### src/inc/fslc_regs.svh
`ifndef FSLC_REGS_SVH
`define FSLC_REGS_SVH
// ==========================================================
// Register offsets (byte addresses, one word each)
`define FSLC_OFF_CFG 4'h0
`define FSLC_OFF_CMD 4'h4
`define FSLC_OFF_STAT 4'h8
`define FSLC_OFF_PWR 4'hc
// ==========================================================
// Lock byte encodings
`define FSLC_SEC_ERASED 8'hff
`define FSLC_SEC_ZERO 8'h00
`define FSLC_SEC_UPPER 8'hf5
`define FSLC_SEC_GATED 8'h05
// ==========================================================
// Field positions
`define FSLC_CFG_LOCK_LSB 5
`define FSLC_CMD_OP_LSB 0
`define FSLC_CMD_BLK_BIT 4
`define FSLC_CMD_HOST_BIT 5
`define FSLC_CMD_BURST_BIT 6
`define FSLC_PWR_PD_BIT 1
// ==========================================================
// Reset values and timing
`define FSLC_PORT_RESET 8'hff
`define FSLC_RST_CYC 4'd2
`endif

### src/inc/fslc_pkg.sv
package fslc_pkg;
	// Decoded lock state, encoded as reported in the config field
	typedef enum logic [1:0] {
		FSLC_UNLOCKED = 2'b00,
		FSLC_UPPER = 2'b01,
		FSLC_GATED = 2'b10,
		FSLC_HARD = 2'b11
	} fslc_lock_e;
	// Flash operations
	typedef enum logic [2:0] {
		FSLC_OP_NONE = 3'b000,
		FSLC_OP_CHIP_ERASE = 3'b001,
		FSLC_OP_BLOCK_ERASE = 3'b010,
		FSLC_OP_SECTOR_ERASE = 3'b011,
		FSLC_OP_BYTE_WRITE = 3'b100,
		FSLC_OP_BYTE_VERIFY = 3'b101
	} fslc_op_e;
endpackage

### src/verilog/fslc_lock_ctrl.sv
// Notes on behaviour
// - Lock byte lives at address FFFFh, written by byte or burst write.
// - New lock byte takes effect only after reset; sampled on the third clock after reset ends.
// - FFh/00h unlocked, F5h upper lock, 05h gated lock, else hard lock.
// - Only whole-array erase removes lock, restoring FFh and erasing all blocks.
// - Lock field reports 00 unlocked, 11 hard, 01 upper, 10 gated.
// - Upper lock refuses commands on upper block, allows lower block.
// - Gated lock fully locks upper block; upper code may change lower block.
// - Gated self-programming commands from upper code need external select 1, lower block.
// - In host mode gated lock refuses everything like hard lock.
// - Under hard/upper lock, reads from unlocked code cannot reach locked memory.
// - Strobes driven high during reset.
// - Reset restores registers; internal RAM kept.
// - Reset writes ones to all port latches.
// - Power-down bit stops core clocks; only hardware reset exits.
// - Power-down keeps state and drives both strobes low.
// - Clock-stopped standby keeps all state and resumes next clock.
// - Full or block lock refuses erase, write, burst, verify on locked blocks.
//
// Design decisions made here: the register offsets and register access over Avalon-MM.
`timescale 1ns/1ps
`default_nettype none
`include "fslc_regs.svh"
module fslc_lock_ctrl (
	input wire logic ref_clk_i,
	input wire logic reset_n_i,
	// Avalon-MM slave
	input wire logic [3:0] avs_address_i,
	input wire logic avs_read_i,
	input wire logic avs_write_i,
	input wire logic [31:0] avs_writedata_i,
	input wire logic [3:0] avs_byteenable_i,
	output logic [31:0] avs_readdata_o,
	output logic avs_waitrequest_o,
	// Lock byte as stored at the top program address
	input wire logic [7:0] sec_byte_i,
	// Pins, synchronised here
	input wire logic external_access_select_n_i,
	input wire logic host_mode_i,
	// Code table read check
	input wire logic code_table_read_i,
	input wire logic read_from_locked_i,
	input wire logic read_target_locked_i,
	output logic code_table_read_grant_o,
	// Flash controller side
	output logic flash_cmd_valid_o,
	output logic [2:0] flash_cmd_op_o,
	output logic flash_cmd_blk_o,
	output logic flash_cmd_burst_o,
	input wire logic flash_busy_i,
	input wire logic code_from_upper_i,
	// Chip pins and core clock gate
	output logic addr_latch_strobe_o,
	output logic program_store_strobe_n_o,
	output logic [7:0] port_latch_o,
	output logic core_clk_en_o
);
	// ==========================================================
	// State
	typedef struct packed {
		logic [7:0] sec;
		logic [1:0] lock;
		logic init_done;
		logic [3:0] rst_cnt;
		logic [2:0] ea_sync;
		logic ea_stable;
		logic [2:0] host_sync;
		logic host_stable;
		logic pd;
		logic cmd_valid;
		logic [2:0] cmd_op;
		logic cmd_blk;
		logic cmd_burst;
		logic refused;
		logic granted;
		logic wiped;
		logic [7:0] ports;
		logic [31:0] rdata;
		logic rvalid;
	} fslc_state_s;

	fslc_state_s st_q;
	fslc_state_s st_d;
	logic [1:0] lock_dec;
	logic grant;
	logic [2:0] wr_op;
	logic wr_blk;
	logic wr_burst;
	logic wr_cmd;

	// ==========================================================
	// Lock byte decode
	always_comb begin
		case (st_q.sec)
			`FSLC_SEC_ERASED, `FSLC_SEC_ZERO: lock_dec = fslc_pkg::FSLC_UNLOCKED;
			`FSLC_SEC_UPPER: lock_dec = fslc_pkg::FSLC_UPPER;
			`FSLC_SEC_GATED: lock_dec = fslc_pkg::FSLC_GATED;
			default: lock_dec = fslc_pkg::FSLC_HARD;
		endcase
	end

	// Command field extraction
	assign wr_cmd = avs_write_i && avs_address_i == `FSLC_OFF_CMD && avs_byteenable_i[0];
	assign wr_op = avs_writedata_i[`FSLC_CMD_OP_LSB +: 3];
	assign wr_blk = avs_writedata_i[`FSLC_CMD_BLK_BIT];
	assign wr_burst = avs_writedata_i[`FSLC_CMD_BURST_BIT];

	// ==========================================================
	// Grant decision, before any command reaches the array
	fslc_lock_judge u_judge (
		.lock_i(st_q.lock),
		.op_i(wr_op),
		.blk_i(wr_blk),
		.host_i(avs_writedata_i[`FSLC_CMD_HOST_BIT] | st_q.host_stable),
		.ext_sel_n_i(st_q.ea_stable),
		.from_upper_i(code_from_upper_i),
		.grant_o(grant)
	);

	// ==========================================================
	// Next state
	always_comb begin
		st_d = st_q;
		st_d.cmd_valid = 1'b0;
		st_d.rvalid = 1'b0;
		// Pin synchronisers: change once stages two and three agree
		st_d.ea_sync = {st_q.ea_sync[1:0], external_access_select_n_i};
		st_d.host_sync = {st_q.host_sync[1:0], host_mode_i};
		if (st_q.ea_sync[2] == st_q.ea_sync[1]) begin
			st_d.ea_stable = st_q.ea_sync[2];
		end
		if (st_q.host_sync[2] == st_q.host_sync[1]) begin
			st_d.host_stable = st_q.host_sync[2];
		end
		// Post-reset capture of the lock byte
		if (!st_q.init_done) begin
			if (st_q.rst_cnt != `FSLC_RST_CYC) begin
				st_d.rst_cnt = st_q.rst_cnt + 4'd1;
			end else begin
				st_d.sec = sec_byte_i;
				st_d.init_done = 1'b1;
			end
		end else begin
			st_d.lock = lock_dec;
		end
		// Command mailbox write, accepted one cycle, judged at once
		// A command still pending towards the array counts as busy
		if (wr_cmd && st_q.init_done && !st_q.pd && !flash_busy_i && !st_q.cmd_valid) begin
			if (grant && wr_op != fslc_pkg::FSLC_OP_NONE) begin
				st_d.cmd_valid = 1'b1;
				st_d.cmd_op = wr_op;
				st_d.cmd_blk = wr_blk;
				st_d.cmd_burst = wr_burst;
				st_d.granted = 1'b1;
				if (wr_op == fslc_pkg::FSLC_OP_CHIP_ERASE) begin
					st_d.wiped = 1'b1;
				end
			end else if (wr_op != fslc_pkg::FSLC_OP_NONE) begin
				st_d.refused = 1'b1;
			end
		end
		// Power-down request; only reset leaves it
		if (avs_write_i && avs_address_i == `FSLC_OFF_PWR && avs_byteenable_i[0]
			&& avs_writedata_i[`FSLC_PWR_PD_BIT]) begin
			st_d.pd = 1'b1;
		end
		// Status flags clear on write of one
		if (avs_write_i && avs_address_i == `FSLC_OFF_STAT && avs_byteenable_i[0]) begin
			if (avs_writedata_i[0]) begin
				st_d.refused = 1'b0;
			end
			if (avs_writedata_i[1]) begin
				st_d.granted = 1'b0;
			end
		end
		// A new event wins over a clear in the same cycle
		if (wr_cmd && st_q.init_done && !st_q.pd && !flash_busy_i && !st_q.cmd_valid
			&& wr_op != 3'b000) begin
			if (grant) begin
				st_d.granted = 1'b1;
			end else begin
				st_d.refused = 1'b1;
			end
		end
		// Read data
		if (avs_read_i && !st_q.rvalid) begin
			st_d.rvalid = 1'b1;
			case (avs_address_i)
				`FSLC_OFF_CFG: st_d.rdata = {25'h0, st_q.lock, 5'h0};
				`FSLC_OFF_CMD: st_d.rdata = {25'h0, st_q.cmd_burst, 1'b0, st_q.cmd_blk,
					1'b0, st_q.cmd_op};
				`FSLC_OFF_STAT: st_d.rdata = {29'h0, flash_busy_i,
					st_q.granted, st_q.refused};
				`FSLC_OFF_PWR: st_d.rdata = {30'h0, st_q.pd, 1'b0};
				default: st_d.rdata = 32'h0;
			endcase
		end
	end

	// ==========================================================
	// Registers; reset restores all to constants, RAM lives elsewhere
	always_ff @(posedge ref_clk_i or negedge reset_n_i) begin
		if (!reset_n_i) begin
			st_q <= '0;
			st_q.sec <= `FSLC_SEC_ERASED;
			st_q.lock <= fslc_pkg::FSLC_UNLOCKED;
			st_q.ea_sync <= 3'h7;
			st_q.ea_stable <= 1'b1;
			st_q.ports <= `FSLC_PORT_RESET;
		end else begin
			st_q <= st_d;
		end
	end

	// ==========================================================
	// Outputs
	assign avs_readdata_o = st_q.rdata;
	assign avs_waitrequest_o = avs_read_i & ~st_q.rvalid;
	assign flash_cmd_valid_o = st_q.cmd_valid;
	assign flash_cmd_op_o = st_q.cmd_op;
	assign flash_cmd_blk_o = st_q.cmd_blk;
	assign flash_cmd_burst_o = st_q.cmd_burst;
	assign port_latch_o = st_q.ports;
	assign core_clk_en_o = ~st_q.pd;

	// Strobes high in reset, low in power-down
	assign addr_latch_strobe_o = ~reset_n_i | ~st_q.pd;
	assign program_store_strobe_n_o = ~reset_n_i | ~st_q.pd;

	// Code table read gate
	always_comb begin
		code_table_read_grant_o = 1'b1;
		if (code_table_read_i && (st_q.lock == fslc_pkg::FSLC_HARD
			|| st_q.lock == fslc_pkg::FSLC_UPPER)) begin
			code_table_read_grant_o = read_from_locked_i | ~read_target_locked_i;
		end
	end
endmodule // fslc_lock_ctrl
`default_nettype wire

### src/verilog/fslc_lock_judge.sv
`timescale 1ns/1ps
`default_nettype none
// ==========================================================
// Combinational grant decision for one flash command
module fslc_lock_judge (
	input wire logic [1:0] lock_i,
	input wire logic [2:0] op_i,
	input wire logic blk_i,
	input wire logic host_i,
	input wire logic ext_sel_n_i,
	input wire logic from_upper_i,
	output logic grant_o
);
	// Lock table evaluation
	always_comb begin
		grant_o = 1'b0;
		if (op_i == fslc_pkg::FSLC_OP_CHIP_ERASE) begin
			grant_o = 1'b1;
		end else if (op_i != fslc_pkg::FSLC_OP_NONE) begin
			case (lock_i)
				fslc_pkg::FSLC_UNLOCKED: grant_o = 1'b1;
				fslc_pkg::FSLC_UPPER: grant_o = ~blk_i;
				fslc_pkg::FSLC_GATED: begin
					grant_o = ~host_i & ~blk_i & ext_sel_n_i & from_upper_i;
				end
				default: grant_o = 1'b0;
			endcase
		end
	end
endmodule // fslc_lock_judge
`default_nettype wire

### config.mk
export PLATFORM = sky130hd
export DESIGN_NAME = fslc_lock_ctrl
export DESIGN_NICKNAME = d
export VERILOG_FILES = /design/src/inc/fslc_pkg.sv /design/src/verilog/fslc_lock_ctrl.sv /design/src/verilog/fslc_lock_judge.sv
export VERILOG_INCLUDE_DIRS = /design/src /design/src/inc
export SDC_FILE = /design/constraint.sdc
export NUM_CORES = 1
export LEC_CHECK = 0
export BUFFER_PORTS_ARGS = -buffer_cell sky130_fd_sc_hd__buf_2
export CORE_MARGIN = 3
export CORE_UTILIZATION = 44
export DETAILED_ROUTE_END_ITERATION = 8
export PLACE_DENSITY = 0.79
export SETUP_SLACK_MARGIN = 0.4
export SLEW_MARGIN = 15
export SYNTH_ARGS = -nofsm -noshare
export SYNTH_HDL_FRONTEND = slang
export SYNTH_SLANG_ARGS = --single-unit
### constraint.sdc
create_clock -name ref_clk_i -period 2.1 [get_ports ref_clk_i]
set_input_delay 0.21 -clock ref_clk_i [delete_from_list [all_inputs] [get_ports ref_clk_i]]
set_output_delay 0.21 -clock ref_clk_i [all_outputs]
set_load 0.02 [all_outputs]
# Yosys cells after proc, flatten, opt, wreduce, memory -nomap -nowiden
# Cells that the tools add are included.
[totals]
register_bits = 41
in_bits = 59
output_inout_bits = 51
elab_cells = 98
[op_classes]
n_addsub = 1
eq_ne = 13
mux = 22
n_bitwise = 15
reduce_logical = 29
[ops]
columns = ["cell", "n"]
rows = [
  ["$pmux 7 s4", 1],
  ["$eq 8x8->1 const B", 2],
  ["$logic_and 1x1->1", 15],
  ["$mux 1", 12],
  ["$mux 9", 1],
  ["$eq 4x4->1 const B", 2],
  ["$eq 8x3->1 const B", 1],
  ["$logic_not 8->1", 1],
  ["$not 1->1", 8],
  ["$mux 2", 3],
  ["$mux 6", 1],
  ["$pmux 2 s3", 1],
  ["$reduce_and 2->1", 3],
  ["$mux 5", 1],
  ["$add 4x1->4 const B", 1],
  ["$and 1x1->1", 4],
  ["$eq 2x2->1 const B", 2],
  ["$eq 4x3->1 const B", 1],
  ["$logic_not 1->1", 4],
  ["$logic_not 4->1", 1],
  ["$mux 4", 1],
  ["$ne 4x2->1 const B", 1],
  ["$eq 3x1->1 const B", 1],
  ["$or 1x1->1", 3],
  ["8 further kinds", 9],
]

# Logic depth before layout (Yosys ltp)
[depth]
word_depth = 15
ltp_mapped = 5
depth_no_buf = 5

# Cells and area by module
# Synthesis repeated with hierarchy kept, for this count alone.
[hier_totals]
hier_cells = 174
hier_area_um2 = 2048.2
[modules_own_cells]
columns = ["mod", "instances", "cells_per_inst", "area_each_um2", "seq_area_each_um2"]
rows = [
  ["fslc_lock_ctrl", 1, 169, 2006.9, 991.0],
  ["fslc_lock_judge", 1, 5, 41.3, 0.0],
]

# Worst setup path before layout
# OpenSTA, ideal clock, no wires.
[synth_path]
path_type = "register to register"
from = "register st_q[55] (netlist bit)"
to = "register st_q, in the netlist flash_cmd_blk_o"
setup_time_ns = 0.125
t_arrival_ns = 1.580
required_time_ns = 1.975
path_slack_ns = 0.395
stages_incl_launch_ff = 5
n_path_buf = 0
synth_period_minus_slack_ns = 1.705
path_cell_list = "dfstp_2 and4bb_2 a211oi_2 nor4_4 mux2_2"
[synth_between]
elab_chain_len = 7
[synth_rtl]
columns = ["item", "line", "source"]
rows = [
  ["from (decl)", "fslc_lock_ctrl.sv:82", "fslc_state_s st_q;"],
  ["from (signal assigned)", "fslc_lock_ctrl.sv:211", "st_q <= st_d;"],
  ["$and 1x1->1 (2 in a row)", "fslc_lock_judge.sv:24", "grant_o = ~host_i & ~blk_i & ext_sel_n_i & from_upper_i;"],
  ["$pmux 1 s3", "fslc_lock_judge.sv:20", "case (lock_i)"],
  ["$mux 1", "fslc_lock_judge.sv:19", "end else if (op_i != fslc_pkg::FSLC_OP_NONE) begin"],
  ["$mux 1", "fslc_lock_judge.sv:17", "if (op_i == fslc_pkg::FSLC_OP_CHIP_ERASE) begin"],
  ["$logic_and 1x1->1", "fslc_lock_ctrl.sv:149", "if (grant && wr_op != fslc_pkg::FSLC_OP_NONE) begin"],
  ["$reduce_and 2->1 (no line)", "--", ""],
]
# No other way between the ends.
# A chain may end at the register's enable or synchronous reset.

# Final worst setup path
# Same ends and word-level chain as after synthesis.

==> flow_summary.ini <==
[status]
status = completed

[cts]
root_buffer = clkbuf_8
cts_made_buffers = 5
clk_latency_ns = 0.29
htree_levels = 2
cts_num_sinks = 39
cts_buffer_depth = 2
cts_tree = built
path_clk_slew_ns = 0.07

[critical_path]
critPathMaxStageDelay_ns = 0.53
crit_arrival_ns = 1.85
crit_chain = and4bb_2, a211oi_4, nor4_4, buf_6, mux2_4
reg2reg_slack_ns = 0.43
worst_setup_path_start_kind = flip-flop
crit_path_end = flash_cmd_blk_o$_DFFE_PN0P_
cp_slowest_cell = dfstp_2
reg2reg_to = flash_cmd_blk_o$_DFFE_PN0P_
critPathLaunch = st_q[55]$_DFFE_PN1N_
reg2reg_depth = 5
endpoint_kind = flip-flop
critPathKind = flip-flop to flip-flop
r2r_start = st_q[55]$_DFFE_PN1N_
path_max_fanout = 6
crit_required_ns = 2.28

[pwr]
switching_share_pct = 27.31
seqPwrFrac_pct = 53.6
p_switching_uw = 419.5
irDropWorstVdd_uv = 429.0
leakage_nw = 1.127
powerDensity_nw_per_um2 = 663.5
p_int_mw = 1.116
p_comb_share_pct = 15.5
p_clk_share_pct = 31.0

[sta]
fmax_ghz = 0.5991
timing.final.crit_share_pct = 79.49
drv_slew = 0
whs_ns = 0.02049
grt_setup_unrepaired = true
tightestPinTransition_ns = 0.5032
fin_setup_tns_ns = 0
relSlewSlack_pct = 66.19
hold_viol_final = 0
setup_violations = 0
skew_ns = 0.004352
period_minus_slack_ns = 1.669

[yosys]
synth.distinct_cells = 39
synth_top_cell_by_area = dfrtp_1
synth_seq_cells = 39
syn_avg_cell_area_um2 = 11.53
yosysSeqAreaShare_pct = 49.13
synth_common_cells = 44 x buf_4, 27 x dfrtp_1, 16 x mux2_2
yosysMostFrequentCell = buf_4
ys_async_sr_fraction_pct = 100.0
syn-instance-count = 175
synth_edf_count = 0
yosysWarnings = 0
netlist_area_um2 = 2017
synth_top_area_share_pct = 33.50
synth_area_leaders = dfrtp_1 33%, buf_4 16%, dfstp_2 16%
synth_top_flop_cell = dfrtp_1

[place]
hpwlAfterDp_um = 2698
place_congestion = 0.7842
io_buffers = 46
postPlaceCellArea_um2 = 2113

[routing]
viasPerCell = 4.664
num_vias = 1292
wl_per_cell_um = 13.84
drt-pass1-iter-count = 4
drt-total-wl_um = 3835
ant_nets = 0
initialDrtViolationCount = 36
drc = 0

[final_layout]
fillers = 363
drive_gt1_share_pct = 43.61
nets = 287
syn2layout_area_growth_pct = 14.76
postLayoutCellArea_um2 = 2315
antenna_cells = 0

[worst_hold_path]
hp-class = input pin to flip-flop

[global_route]
overflow = 0
grt_pass1_wl_um = 5499
grt_usage_pct = 13.72
grt_max_degree = 40
grt_pass1_vias = 1193
antenna_found_initial = 0

[die]
rows = 23
die_w_um = 73.71
io_pins = 110
die_area_um2 = 5432
core_area_um2 = 4202
start_util_pct = 48.00
fp.dieH_um = 73.71

[flow_run]
drv_cap = 0
-- critical path, delay by kind of cell (launching register included) --
family,cells,cell delay [ns]
flops,1,0.53
buf+inv,1,0.17
simple gates,2,0.48
mux,1,0.30
compound gates,1,0.08
-- per-layer routing --
| layer | vias up | GRT usage [%] | part of all wire [%] | wire length (um) |
|---|---|---|---|---|
| li1 | 626 | - | - | - |
| met1 | 616 | 15.78 | 40 | 1550 |
| met2 | 42 | 22.64 | 51 | 1957 |
| met3 | 8 | 5.198 | 6.8 | 261 |
| met4 | 0 | 6.036 | 1.7 | 65 |
| met5 | - | 0 | 0 | 0 |
-- final cells by class --
class | count | area (um^2) | area share, %
Inverter | 5 | 18.77 | 0.8108
Tap cell | 50 | 62.56 | 2.703
Timing Repair Buffer | 58 | 326.6 | 14.11
Clock inverter | 1 | 5.005 | 0.2162
Clock buffer | 7 | 76.32 | 3.297
Multi-Input combinational cell | 117 | 833.3 | 36.00
Sequential cell | 39 | 992.2 | 42.86
-- power by group through the flow --
stage          registers, mW  clock network (mW)  logic (mW)
2_1_floorplan          0.830                   0       0.198
3_3_place_gp           0.834                   0       0.208
3_5_place_dp           0.836                   0       0.211
4_1_cts                0.821               0.490       0.223
5_1_grt                0.826               0.522       0.259
6_report               0.822               0.475       0.238
-- kinds of logic after synthesis --
kind of cell    after synthesis  synth area share [%]
buf+inv                      51                 17.74
fa+ha+maj                     4                 2.233
other cells                   2                0.3723
compound gates               18                 6.948
xor+xnor                      5                 2.171
simple gates                 39                 11.97
flops                        39                 49.13
mux                          17                 9.429
-- state kept, by name, indices dropped and copies added (netlist names) --
register,flops
st_q,23
avs_readdata_o,6
st_d,4
flash_cmd_op_o,3
flash_cmd_blk_o,1
flash_cmd_burst_o,1
flash_cmd_valid_o,1
-- cells in the final DEF, fill, tap and decap left out, drive strengths merged, types with 3 or more instances in the layout --
| cell | count |
|---|---|
| a21oi | 3 |
| a22o | 7 |
| buf | 57 |
| clkbuf | 7 |
| conb | 34 |
| dfrtp | 27 |
| dfstp | 12 |
| inv | 5 |
| mux2 | 16 |
| nand2 | 8 |
| nor2 | 9 |
| nor4 | 3 |
| xnor2 | 4 |
-- worst min-delay path by stage --
| stage | startpoint | end | slack (ns) | cells past startpoint |
|---|---|---|---|---|
| 2_1_floorplan | reset_n_i | avs_readdata_o[0]$_DFFE_PN0P_ | -0.09 | 0 |
| 3_3_place_gp | reset_n_i | flash_cmd_op_o[1]$_DFFE_PN0P_ | 0.32 | 2 |
| 3_5_place_dp | reset_n_i | flash_cmd_op_o[1]$_DFFE_PN0P_ | 0.31 | 2 |
| 4_1_cts | host_mode_i | st_d[53]$_DFF_PN0_ | 0.01 | 1 |
| 5_1_grt | external_access_select_n_i | st_d[57]$_DFF_PN1_ | 0.004 | 1 |
| 6_report | host_mode_i | st_d[53]$_DFF_PN0_ | 0.02 | 1 |
-- through the flow --
stage	utilization, %	power, mW	worst slack [ns]	instances
finish	55.09	1.536	0.4307	277
global route	55.09	1.607	0.3491	277
CTS	53.01	1.534	0.4041	272
detailed placement	50.30	1.047	0.2988	260
global placement	50.30	1.043	0.3000	260
floorplan	-	1.028	0.4139	207
-- timing repair --
| item | 4_1_cts | 5_1_grt |
|---|---|---|
| setup buffers | 3 | 5 |
| setup endpoints to repair | 5 | 6 |
| pin swaps | 3 | 5 |
| hold buffers | 1 | 0 |
| hold endpoints to repair | 19 | 0 |
| gates resized for setup | 0 | 11 |
No activity file was read; power rests on OpenSTA's default activity.
